`config.mk`:
```
export PLATFORM = sky130hd
export DESIGN_NAME = dtc_top
export DESIGN_NICKNAME = d
export VERILOG_FILES = /design/src/dtc_pkg.sv /design/src/dtc_buf.sv /design/src/dtc_top.sv
export VERILOG_INCLUDE_DIRS = /design/src
export SDC_FILE = /design/constraint.sdc
export NUM_CORES = 1
export LEC_CHECK = 0
export ABC_AREA = 0
export BUFFER_PORTS_ARGS = -buffer_cell sky130_fd_sc_hd__buf_4
export CAP_MARGIN = 0
export CORE_ASPECT_RATIO = 1.75
export CORE_MARGIN = 2
export CORE_UTILIZATION = 50
export CTS_BUF_LIST = sky130_fd_sc_hd__clkbuf_16
export CTS_CLUSTER_DIAMETER = 40
export DETAILED_ROUTE_END_ITERATION = 8
export PLACE_DENSITY = 0.71
export REMOVE_ABC_BUFFERS = 1
export SETUP_SLACK_MARGIN = 0.4
export SLEW_MARGIN = 20
export SYNTH_ARGS = -nofsm -noshare
export SYNTH_HDL_FRONTEND = slang
export SYNTH_SLANG_ARGS = --single-unit
```
`constraint.sdc`:
```
create_clock -name i_core_clk -period 3.7 [get_ports i_core_clk]
set_input_delay 0.555 -clock i_core_clk [delete_from_list [all_inputs] [get_ports i_core_clk]]
set_output_delay 0.555 -clock i_core_clk [all_outputs]
set_load 0.05 [all_outputs]
```
`src/dtc_defs.svh`:
```
/*
  Constants of the dma transfer control block: register offsets, field
  positions, reset values and sizes.
  Assumes it is included by its bare name from the package and the modules.
*/
`ifndef DTC_DEFS_SVH
`define DTC_DEFS_SVH

// sizes
`define DTC_NCH          3
`define DTC_NFLAG        4
`define DTC_AW           20
`define DTC_BUF_W        28

// register byte offsets
`define DTC_RA_CTRL      8'h00
`define DTC_RA_STAT      8'h04
`define DTC_RO_CTL       4'h0
`define DTC_RO_SA        4'h4
`define DTC_RO_DA        4'h8

// global control fields
`define DTC_CTRL_DEFER   0

// channel control fields
`define DTC_CHCTL_W      6
`define DTC_CHCTL_EN     0
`define DTC_CHCTL_SINC   1
`define DTC_CHCTL_DINC   2
`define DTC_CHCTL_SEL    4

// status fields
`define DTC_STAT_BUSY    8
`define DTC_STAT_CH      9

// flag inputs
`define DTC_FLAG_SER0_TX 0
`define DTC_FLAG_SER0_RX 1

// reset values and masks
`define DTC_CHCTL_RST    6'h00
`define DTC_ADDR_RST     20'h00000
`define DTC_WORD_MASK    20'h0ffff

`endif

```
`src/dtc_pkg.sv`:
```
/*
  Types of the dma transfer control block.
  Assumes dtc_defs.svh is on the include path.
*/
`include "dtc_defs.svh"

package dtc_pkg;
  typedef enum logic [1:0] {
    DTC_IDLE = 2'b00,
    DTC_RD   = 2'b01,
    DTC_WR   = 2'b10
  } dtc_state_t;

  typedef logic [1:0]          dtc_ch_t;
  typedef logic [`DTC_AW-1:0]  dtc_addr_t;
endpackage

```
`src/dtc_buf.sv`:
```
/*
  Two-entry buffer with valid and ready on both sides.
  Assumes one clock and an asynchronous active-low reset; entries live in
  registers so the head word is a two-way select of them on rp_q.
*/
`timescale 1ns/1ns
`include "dtc_defs.svh"

module dtc_buf #(
  parameter int W = `DTC_BUF_W
) (
  input  wire logic         i_core_clk,
  input  wire logic         i_resetn,
  input  wire logic         i_in_valid,
  output logic              o_in_ready,
  input  wire logic [W-1:0] i_in_data,
  output logic              o_out_valid,
  input  wire logic         i_out_ready,
  output logic [W-1:0]      o_out_data
);
  import dtc_pkg::*;

  logic [W-1:0] mem_q [2];
  logic         wp_q;
  logic         rp_q;
  logic [1:0]   cnt_q;
  wire          push = i_in_valid && o_in_ready;
  wire          pop  = o_out_valid && i_out_ready;

  // full and empty straight from the fill count
  assign o_in_ready  = (cnt_q != 2'h2);
  assign o_out_valid = (cnt_q != 2'h0);
  assign o_out_data  = mem_q[rp_q];

  // pointers and count
  always_ff @(posedge i_core_clk or negedge i_resetn) begin
    if (!i_resetn) begin
      wp_q  <= 1'b0;
      rp_q  <= 1'b0;
      cnt_q <= 2'h0;
    end else begin
      if (push) wp_q <= ~wp_q;
      if (pop) rp_q <= ~rp_q;
      if (push && !pop) cnt_q <= cnt_q + 2'h1;
      else if (pop && !push) cnt_q <= cnt_q - 2'h1;
    end
  end

  // storage; no reset needed, valid guards the content
  always_ff @(posedge i_core_clk) begin
    if (push) mem_q[wp_q] <= i_in_data;
  end
endmodule

```
`src/dtc_top.sv`:
```
/*
  Dma transfer control: three channels moving one byte per trigger from a
  source to a destination address on the system bus, with a register port
  for software and a sticky record of peripheral flag events.
  Assumes flags, the cpu read-modify-write indication and the bus wait come
  from logic on i_core_clk, so they are read without synchronisers.
*/
// Our own choices: the plain strobed port and the placing of the registers.
`timescale 1ns/1ns
`include "dtc_defs.svh"

module dtc_top (
  input  wire logic                  i_core_clk,
  input  wire logic                  i_resetn,
  input  wire logic [7:0]            i_reg_addr,
  input  wire logic [31:0]           i_reg_wdata,
  input  wire logic                  i_reg_wr,
  input  wire logic                  i_reg_word,
  input  wire logic                  i_reg_rd,
  output logic [31:0]                o_reg_rdata,
  input  wire logic [`DTC_NFLAG-1:0] i_periph_flags,
  input  wire logic                  i_cpu_rmw,
  output dtc_pkg::dtc_addr_t         o_bus_addr,
  output logic                       o_bus_rd,
  output logic                       o_bus_wr,
  output logic [7:0]                 o_bus_wdata,
  input  wire logic [7:0]            i_bus_rdata,
  input  wire logic                  i_bus_wait
);
  import dtc_pkg::*;

  // first pending channel in index order, lowest wins
  function automatic dtc_ch_t pick_first(input logic [`DTC_NCH-1:0] v);
    dtc_ch_t r;
    r = 2'h0;
    for (int i = `DTC_NCH - 1; i >= 0; i--) begin
      if (v[i]) r = 2'(i);
    end
    return r;
  endfunction

  // address load value: a word access only carries the low 16 bits
  function automatic dtc_addr_t load_addr(input logic [31:0] d, input logic word);
    return word ? (d[`DTC_AW-1:0] & `DTC_WORD_MASK) : d[`DTC_AW-1:0];
  endfunction

  // channel register hit: upper nibble is channel plus one
  function automatic logic ch_hit(input logic [7:0] a, input int ch, input logic [3:0] off);
    return (a[7:4] == 4'(ch + 1)) && (a[3:0] == off);
  endfunction

  dtc_state_t                state_q;
  dtc_ch_t                   act_q;
  logic                      defer_q;
  logic [`DTC_NCH-1:0]       pend_q;
  logic [`DTC_NFLAG-1:0]     flag_q;
  logic [`DTC_NFLAG-1:0]     flag_prev_q;
  logic [31:0]               rdata_q;
  dtc_addr_t                 addr_q;
  logic                      rd_q;
  logic                      wr_q;
  logic [7:0]                wdata_q;
  logic [`DTC_CHCTL_W-1:0]   ctl_w [`DTC_NCH];
  dtc_addr_t                 sa_w  [`DTC_NCH];
  dtc_addr_t                 da_w  [`DTC_NCH];
  logic [`DTC_NCH-1:0]       en_vec;
  logic [`DTC_NCH-1:0]       trig_hit;
  logic [31:0]               rdata_d;

  // flag edges; a rising flag is one trigger
  wire [`DTC_NFLAG-1:0] flag_rise = i_periph_flags & ~flag_prev_q;

  // register write decode
  wire wr_ctrl = i_reg_wr && (i_reg_addr == `DTC_RA_CTRL);
  wire wr_stat = i_reg_wr && (i_reg_addr == `DTC_RA_STAT);

  // buffer handshake
  wire        buf_in_ready;
  wire        buf_out_valid;
  wire [27:0] buf_out_data;

  // arbitration
  wire [`DTC_NCH-1:0] elig  = pend_q & en_vec;
  wire dtc_ch_t       grant = pick_first(elig);
  wire rmw_block = defer_q && i_cpu_rmw;
  // a register write cycle never overlaps a transfer start, so a channel
  // never latches a half-updated address
  wire start = (state_q == DTC_IDLE) && (|elig) && !rmw_block
               && !i_reg_wr && buf_in_ready;
  wire push  = (state_q == DTC_RD) && !i_bus_wait;
  wire done  = (state_q == DTC_WR) && wr_q && !i_bus_wait;
  wire [`DTC_NCH-1:0] done_mask = done ? (`DTC_NCH'(1) << act_q) : '0;

  // per-channel control and address registers
  for (genvar c = 0; c < `DTC_NCH; c++) begin : g_ch
    logic [`DTC_CHCTL_W-1:0] ctl_q;
    dtc_addr_t               sa_q;
    dtc_addr_t               da_q;
    wire wr_ctl = i_reg_wr && ch_hit(i_reg_addr, c, `DTC_RO_CTL);
    wire wr_sa  = i_reg_wr && ch_hit(i_reg_addr, c, `DTC_RO_SA);
    wire wr_da  = i_reg_wr && ch_hit(i_reg_addr, c, `DTC_RO_DA);
    wire bump   = done && (act_q == 2'(c));

    assign ctl_w[c]  = ctl_q;
    assign sa_w[c]   = sa_q;
    assign da_w[c]   = da_q;
    assign en_vec[c] = ctl_q[`DTC_CHCTL_EN];
    // each channel compares its own select, so one flag may feed several
    assign trig_hit[c] = flag_rise[ctl_q[`DTC_CHCTL_SEL +: 2]];

    // a cpu write beats the post-transfer increment
    always_ff @(posedge i_core_clk or negedge i_resetn) begin
      if (!i_resetn) begin
        ctl_q <= `DTC_CHCTL_RST;
        sa_q  <= `DTC_ADDR_RST;
        da_q  <= `DTC_ADDR_RST;
      end else begin
        if (wr_ctl) ctl_q <= i_reg_wdata[`DTC_CHCTL_W-1:0];
        if (wr_sa) sa_q <= load_addr(i_reg_wdata, i_reg_word);
        else if (bump && ctl_q[`DTC_CHCTL_SINC]) sa_q <= sa_q + 20'h1;
        if (wr_da) da_q <= load_addr(i_reg_wdata, i_reg_word);
        else if (bump && ctl_q[`DTC_CHCTL_DINC]) da_q <= da_q + 20'h1;
      end
    end
  end

  // pending requests and flag record; a new event wins over a clear
  always_ff @(posedge i_core_clk or negedge i_resetn) begin
    if (!i_resetn) begin
      pend_q      <= '0;
      flag_q      <= '0;
      flag_prev_q <= '0;
      defer_q     <= 1'b0;
    end else begin
      pend_q      <= (pend_q & ~done_mask) | trig_hit;
      // only software write-one clears; transfers never touch it
      flag_q      <= (flag_q & ~(wr_stat ? i_reg_wdata[`DTC_NFLAG-1:0] : '0))
                     | flag_rise;
      flag_prev_q <= i_periph_flags;
      if (wr_ctrl) defer_q <= i_reg_wdata[`DTC_CTRL_DEFER];
    end
  end

  // transfer engine: read one byte, park it, write it out
  always_ff @(posedge i_core_clk or negedge i_resetn) begin
    if (!i_resetn) begin
      state_q <= DTC_IDLE;
      act_q   <= 2'h0;
      addr_q  <= `DTC_ADDR_RST;
      rd_q    <= 1'b0;
      wr_q    <= 1'b0;
      wdata_q <= 8'h00;
    end else begin
      case (state_q)
        DTC_IDLE: begin
          if (start) begin
            act_q   <= grant;
            addr_q  <= sa_w[grant];
            rd_q    <= 1'b1;
            state_q <= DTC_RD;
          end
        end
        DTC_RD: begin
          // access stays up while the target inserts wait states
          if (!i_bus_wait) begin
            rd_q    <= 1'b0;
            state_q <= DTC_WR;
          end
        end
        DTC_WR: begin
          if (!wr_q && buf_out_valid) begin
            wr_q    <= 1'b1;
            addr_q  <= buf_out_data[27:8];
            wdata_q <= buf_out_data[7:0];
          end else if (wr_q && !i_bus_wait) begin
            wr_q    <= 1'b0;
            state_q <= DTC_IDLE;
          end
        end
        default: state_q <= DTC_IDLE;
      endcase
    end
  end

  // holds {destination, byte} between the read and the write beat
  dtc_buf #(
    .W (`DTC_BUF_W)
  ) u_buf (
    .i_core_clk  (i_core_clk),
    .i_resetn    (i_resetn),
    .i_in_valid  (push),
    .o_in_ready  (buf_in_ready),
    .i_in_data   ({da_w[act_q], i_bus_rdata}),
    .o_out_valid (buf_out_valid),
    .i_out_ready (done),
    .o_out_data  (buf_out_data)
  );

  // read decode; unmapped offsets answer zero
  always_comb begin
    rdata_d = 32'h0000_0000;
    if (i_reg_addr == `DTC_RA_CTRL) begin
      rdata_d[`DTC_CTRL_DEFER] = defer_q;
    end else if (i_reg_addr == `DTC_RA_STAT) begin
      rdata_d[`DTC_NFLAG-1:0]      = flag_q;
      rdata_d[`DTC_STAT_BUSY]      = (state_q != DTC_IDLE);
      rdata_d[`DTC_STAT_CH +: 2]   = act_q;
    end else begin
      for (int c = 0; c < `DTC_NCH; c++) begin
        if (ch_hit(i_reg_addr, c, `DTC_RO_CTL)) rdata_d[`DTC_CHCTL_W-1:0] = ctl_w[c];
        if (ch_hit(i_reg_addr, c, `DTC_RO_SA)) rdata_d[`DTC_AW-1:0] = sa_w[c];
        if (ch_hit(i_reg_addr, c, `DTC_RO_DA)) rdata_d[`DTC_AW-1:0] = da_w[c];
      end
    end
  end

  // read data stands in the cycle after the strobe only
  always_ff @(posedge i_core_clk or negedge i_resetn) begin
    if (!i_resetn) rdata_q <= 32'h0000_0000;
    else rdata_q <= i_reg_rd ? rdata_d : 32'h0000_0000;
  end

  // every output straight from a flip-flop, so the far side sees no glitches
  assign o_reg_rdata = rdata_q;
  assign o_bus_addr  = addr_q;
  assign o_bus_rd    = rd_q;
  assign o_bus_wr    = wr_q;
  assign o_bus_wdata = wdata_q;
endmodule

```
==> flow_metrics.tcl, run 1 <==
set metrics [dict create \
    cts_buffer_depth 3 \
    end_kind "flip-flop" \
    die-area_um2 30900 \
    max_freq_mhz 390 \
    yosys_warnings 0 \
    drtIter0Drc 1208 \
    drv_slew 0 \
    r2r_start "act_q[0]" \
    cts_setup_buffers 0 \
    postLayoutSetupSlackWorst_ps 1140 \
    cts_tree "done" \
    row_count 83 \
    worstSetupStartpoint "act_q[0]" \
    p_int_mw 5.78 \
    slew_headroom_pct 33.8 \
    async_flop_share_pct 78.8 \
    synthFlopType "dfrtp_1" \
    htreeDepth 1 \
    drc 0 \
    io_buffers 96 \
    synth.avg_cell_area_um2 9.30 \
    design_area_um2 16600 \
    p_sw_share_pct 36.9 \
    leakagePower_nw 6.64 \
    synth_edf_count 56 \
    cts_made_buffers 29 \
    power_density_nw_per_um2 551 \
    cp.required_ps 4130 \
    ys_types 75 \
    fin_crit_sh_pct 69.3 \
    drt_wl_total_um 50100 \
    clk_latency_ps 570 \
    power_frac_seq_pct 40.9 \
    preCtsSetupSlack_ps 855 \
    cts_hold_buf 0 \
    holdWs_ps 50.5 \
    cp.arrival_ps 3000 \
    hold_viol_final 0 \
    yosysSeqAreaShare_pct 46.8 \
    clockRootBuffer "clkbuf_16" \
    antenna_found_initial 1 \
    grt_overflow 0 \
    outcome "completed" \
    drtPass1Iterations 6 \
    dpl_cell_area_um2 15700 \
    grt_pass1_wl_um 75400 \
    tightest_slew_ps 991 \
    reg2reg_depth 6 \
    tns_ps 0 \
    die_w_um 134 \
    place_congestion 1.00 \
    fin_crit_ps 2560 \
    holdCritPathClass "input pin to asynchronous set/reset pin" \
    num_vias 12700 \
    avgRoutedWirePerCell_um 24.7 \
    rsz0062_at_grt "false" \
    core_area_um2 29200 \
    io_pins 121 \
    clkPwrFrac_pct 32.3 \
    vias_per_cell 6.27 \
    startpoint_type "flip-flop" \
    nets 1692 \
    area_growth_pct 13.1 \
    crit_fanout 24 \
    clk_pin_slew_ps 60 \
    drv_cap 0 \
    synth_seq_cells 264 \
    n_antenna_cell 0 \
    cts_resized 0 \
    layout-drive-gt1-share_pct 13.5 \
    die_h_um 231 \
    grt_max_degree 109 \
    dp_hpwl_um 36300 \
    ant_nets 0 \
    peakVddDrop_uv 397 \
    clkSinkCount 264 \
    criticalPathCategory "flip-flop to flip-flop" \
    p_sw_mw 3.38 \
    pwr-share-comb_pct 26.8 \
    clock_skew_ps 20.4 \
    initial_utilization_pct 50.4 \
    finalSetupViolCount 0 \
    grt_usage_pct 32.5 \
    syn_area_um2 14700 \
    postSynthCellCount 1582 \
    grt_pass1_vias 12400 \
]
-- flip-flops by register name, indices dropped and copies added, names as in the netlist --
name	cells
g_ch.da_q	60
g_ch.sa_q	60
u_buf.mem_q	56
o_bus_addr	20
o_reg_rdata	20
g_ch.ctl_q	18
o_bus_wdata	8
flag_prev_q	4
flag_q	4
pend_q	3
act_q	2
state_q	2
u_buf.cnt_q	2
defer_q	1
o_bus_rd	1
o_bus_wr	1
u_buf.rp_q	1
u_buf.wp_q	1
-- per-stage QoR --
stage | power (mW) | util (%) | std cells
floorplan | 5.20 | - | 1466
global placement | 6.16 | 53.7 | 1977
detailed placement | 6.21 | 53.7 | 1977
CTS | 9.17 | 57.0 | 2031
global route | 9.50 | 57.0 | 2031
finish | 9.16 | 57.0 | 2031
-- Yosys cell counts, types with 4 or more instances --
master	instances	area, um^2
dfrtp_1	208	5200
nor2_1	160	601
nand2_1	153	574
a21oi_1	137	686
o21ai_0	104	521
xnor2_1	79	692
clkbuf_1	73	274
nand3_1	66	330
mux2i_1	65	651
nor3_1	58	290
edfxtp_1	56	1680
xor2_1	37	324
a31oi_1	36	225
a22oi_1	27	203
buf_2	25	125
inv_1	23	86.3
nand4_1	23	144
nor4_1	21	131
mux2_2	20	225
and3_1	16	100
buf_4	16	120
o22ai_1	14	87.6
and2_1	13	81.3
and4_1	11	96.3
nand2b_1	11	68.8
buf_1	10	37.5
nor2b_1	10	62.6
a211oi_1	7	52.6
a22o_1	7	61.3
ha_1	7	87.6
a2bb2oi_1	6	52.6
or4_1	6	45.0
nand3b_1	5	37.5
or3_1	5	31.3
a21o_1	4	30.0
o211ai_1	4	30.0
-- final timing paths --
check                                   end  slack, ps
setup / recovery           g_ch[1].da_q[18]       1140
setup reg to reg           g_ch[1].da_q[18]       1140
max in group asynchronous  g_ch[0].sa_q[14]       2810
hold / removal             g_ch[0].ctl_q[4]         50
hold reg to reg               o_bus_addr[6]        480
min in group i_core_clk      flag_prev_q[1]        100
-- power by group through the flow --
stage / registers, mW / logic [mW] / clock network, mW
after global routing: 3.79 / 2.59 / 3.12
after CTS: 3.74 / 2.43 / 3.00
after floorplan: 4.30 / 0.900 / 0
after detailed placement: 3.79 / 2.42 / 0
after global placement: 3.78 / 2.38 / 0
final: 3.75 / 2.45 / 2.96
-- routing by layer --
layer	track usage [%]	vias up	share of wire (%)
met5	0	-	0
met4	27.1	0	10
met3	4.61	254	6.9
met2	55.7	667	49
met1	35.4	6073	34
li1	-	5735	-
-- cell type report --
| cell class | count | area [um^2] |
|---|---|---|
| Clock inverter | 25 | 248 |
| Tap cell | 382 | 478 |
| Fill cell | 2577 | 12500 |
| Timing Repair Buffer | 129 | 1000 |
| Sequential cell | 264 | 6890 |
| Multi-Input combinational cell | 1179 | 7220 |
| Inverter | 23 | 86.3 |
| Clock buffer | 29 | 726 |
-- worst max-delay path: stages, from the launching register on --
cell and delay (ps):
dfrtp_1 560, buf_4 490, and3b_1 290, nand4_1 410
nor3_1 380, xnor2_1 180, a21oi_1 90
-- cells by family after synthesis --
family,after synthesis,share of synthesized area (%)
buffers and inverters,150,4.56
adders and majority gates,7,0.595
AOI/OAI and AO/OA,364,14.4
DFF,264,46.8
xor gates and xnor gates,116,6.91
and+or+nand+nor,594,20.6
muxes,86,6.03
other,1,0.0255
-- cell usage in the layout, fill, tap and decap left out, drive strengths merged, types with 10 or more instances in the layout --
cell type | Yosys | layout
nor4 | 24 | 24
clkbuf | 74 | 29
xor2 | 37 | 37
dfrtp | 208 | 208
and4 | 11 | 11
nand4 | 28 | 28
mux2i | 65 | 65
nand3 | 66 | 66
nand2 | 154 | 154
nor2 | 160 | 160
and2 | 15 | 15
a31oi | 36 | 36
buf | 53 | 129
o21ai | 105 | 105
a22oi | 27 | 27
inv | 23 | 39
nand2b | 11 | 11
nor2b | 10 | 10
o22ai | 14 | 14
mux2 | 21 | 21
and3 | 16 | 16
a21oi | 137 | 137
xnor2 | 79 | 79
nor3 | 58 | 58
conb | 1 | 12
edfxtp | 56 | 56
(Power assumes the default switching activity.)
==> run 2: changes to the inputs <==
PLACE_DENSITY = 0.73   (was 0.71)
clock period = 2.19 ns   (was 3.7 ns; I/O delays follow)
==> run 2 against run 1 <==
Critical path depth up 1. Setup slack worse by 1100 ps. Clock power up 70%. Sequential power up 67%. Via count up 8.5%. Sequential cell count unchanged. Clock skew up 3.6 ps. First-iteration DRC count up 18%. Clock-buffer cell count unchanged. Critical path type unchanged.
==> flow_metrics.tcl, run 2 (synthesis gave the netlist of run 1 again) <==
set metrics [dict create \
    antenna_found_initial 1 \
    layout_common_cells "233 x buf_4, 202 x dfrtp_1, 136 x nand2_1, 136 x a21oi_1, 134 x nor2_1" \
    crit_family "simple AND/OR/NAND/NOR gates" \
    avgRoutedWirePerCell_um 24.7 \
    finalSetupViolCount 0 \
    rsz0062_at_grt "true" \
    end_kind "flip-flop" \
    leakagePower_nw 8.66 \
    slew_headroom_pct 47.0 \
    htreeDepth 1 \
    crit_buf_inv 2 \
    clk_latency_ps 580 \
    initial_utilization_pct 50.4 \
    io_pins 121 \
    grt_max_degree 63 \
    drt_wl_total_um 55000 \
    holdCritPathClass "input pin to flip-flop" \
    grt_usage_pct 35.0 \
    max_stage_delay_ps 420 \
    final_common_cell "buf_4" \
    cts_made_buffers 29 \
    clkSinkCount 264 \
    layout-drive-gt1-share_pct 30.3 \
    fillers 2112 \
    cp_cell_sequence "buf_6 > and4bb_2 > buf_12 > nand4_4 > or3_4 > or3_1 > a31oi_1" \
    cp.arrival_ps 2640 \
    crit_fanout 5 \
    seqCellArea_um2 6890 \
    outcome "completed" \
    area_growth_pct 36.1 \
    drtIter0Drc 1420 \
    drc 0 \
    place_congestion 1.01 \
    dpl_cell_area_um2 16600 \
    grt_pass1_wl_um 82100 \
    criticalPathCategory "flip-flop to flip-flop" \
    tns_ps 0 \
    vias_per_cell 6.19 \
    r2r_slack_ps 30 \
    drtPass1Iterations 5 \
    io_buffers 96 \
    tightest_slew_ps 793 \
    cts_tree "done" \
    grt_overflow 0 \
    die_w_um 134 \
    core_area_um2 29200 \
    reg_top3 "g_ch.da_q (60), g_ch.sa_q (60), u_buf.mem_q (56)" \
    nets 1890 \
    hold_viol_final 0 \
    clock_skew_ps 24.0 \
    max_freq_mhz 463 \
    clk_pin_slew_ps 70 \
    design_area_um2 20000 \
    power_density_nw_per_um2 843 \
    startpoint_type "flip-flop" \
    fin_crit_ps 2160 \
    dp_hpwl_um 37400 \
    peakVddDrop_uv 780 \
    cp.required_ps 2670 \
    grt_pass1_vias 13900 \
    num_vias 13800 \
    cts_buffer_depth 3 \
    drv_slew 0 \
    row_count 83 \
    die_h_um 231 \
    die-area_um2 30900 \
    fin_crit_sh_pct 98.6 \
    ant_nets 0 \
    n_antenna_cell 0 \
    clockRootBuffer "clkbuf_16" \
    drv_cap 0 \
    crit_slowest_cell "or3_4" \
    multi_input_area_um2 8430 \
]
## run 2: cell count changes in the layout (fill, tap and decap cells not counted), moves of 20 or more
cell     change
buf_12      +21
o21ai_0     -24
nor3_1      -28
nor2_4      +24
nor2_1      -24
buf_4      +107
nor4_4      +21
nor3_4      +24
nor4_1      -20
buf_6       +41
## run 2: final cells by class
type                       instances  area share (%)
multi-input combinational       1180            42.1
sequential                       264            34.4
timing repair buffer             326            15.8
clock buffer                      29            3.62
tap                              382            2.39
clock inverter                    25            1.23
inverter                          23           0.431
## run 2: repair_timing
| action | in CTS | in global routing |
|---|---|---|
| pin swaps | 133 | 105 |
| hold buffers | 13 | 0 |
| gates resized for setup | 208 | 120 |
| endpoints found under the setup margin | 172 | 199 |
| setup buffers | 53 | 18 |
| hold endpoints to repair | 75 | 0 |
| cloned | 8 | 4 |
## run 2: power by group
group / leakage, nW / switching [mW] / internal (mW)
Sequential: 3.26 / 0.621 / 5.65
Combinational: 4.90 / 3.41 / 2.17
Clock: 0.501 / 2.20 / 2.82
Total: 8.66 / 6.24 / 10.6
## run 2: final timing paths
check                                     start               end  depth (start not counted)
worst max-delay path                 state_q[0]  g_ch[2].sa_q[19]                          7
worst max register to register       state_q[0]  g_ch[2].sa_q[19]                          7
max in group asynchronous              i_resetn          act_q[0]                          3
worst min register to register   o_bus_addr[19]    o_bus_addr[19]                          2
worst min-delay path            i_reg_wdata[10]  g_ch[0].da_q[10]                          3
min in group asynchronous              i_resetn         flag_q[3]                          2
## run 2: metrics by stage
step	std cells	setup slack [ps]	hold slack [ps]	total power [mW]	util (%)
after floorplan	1466	-847	32.9	8.78	-
after detailed placement	2079	-77.4	329	10.7	56.8
after CTS	2207	72.2	20.8	16.4	66.1
final	2229	29.6	59.2	16.9	68.6
after global placement	2079	-33.6	316	10.6	56.8
after global routing	2229	-7.50	72.2	17.4	68.6
## run 2: tightest hold or removal path: stages
cell and delay, ps:
buf_4 130, nand2_1 60, o21ai_1 60
## run 2: routing by layer
metal  wire [um]  up-vias  part of all wire, %  global-route usage, %
li1            -     6119                    -                      -
met1       19700     6715                   36                   42.0
met2       27500      740                   50                   60.3
met3        3750      229                  6.8                   4.61
met4        4040        2                  7.3                   19.9
met5           8        -                0.015                      0
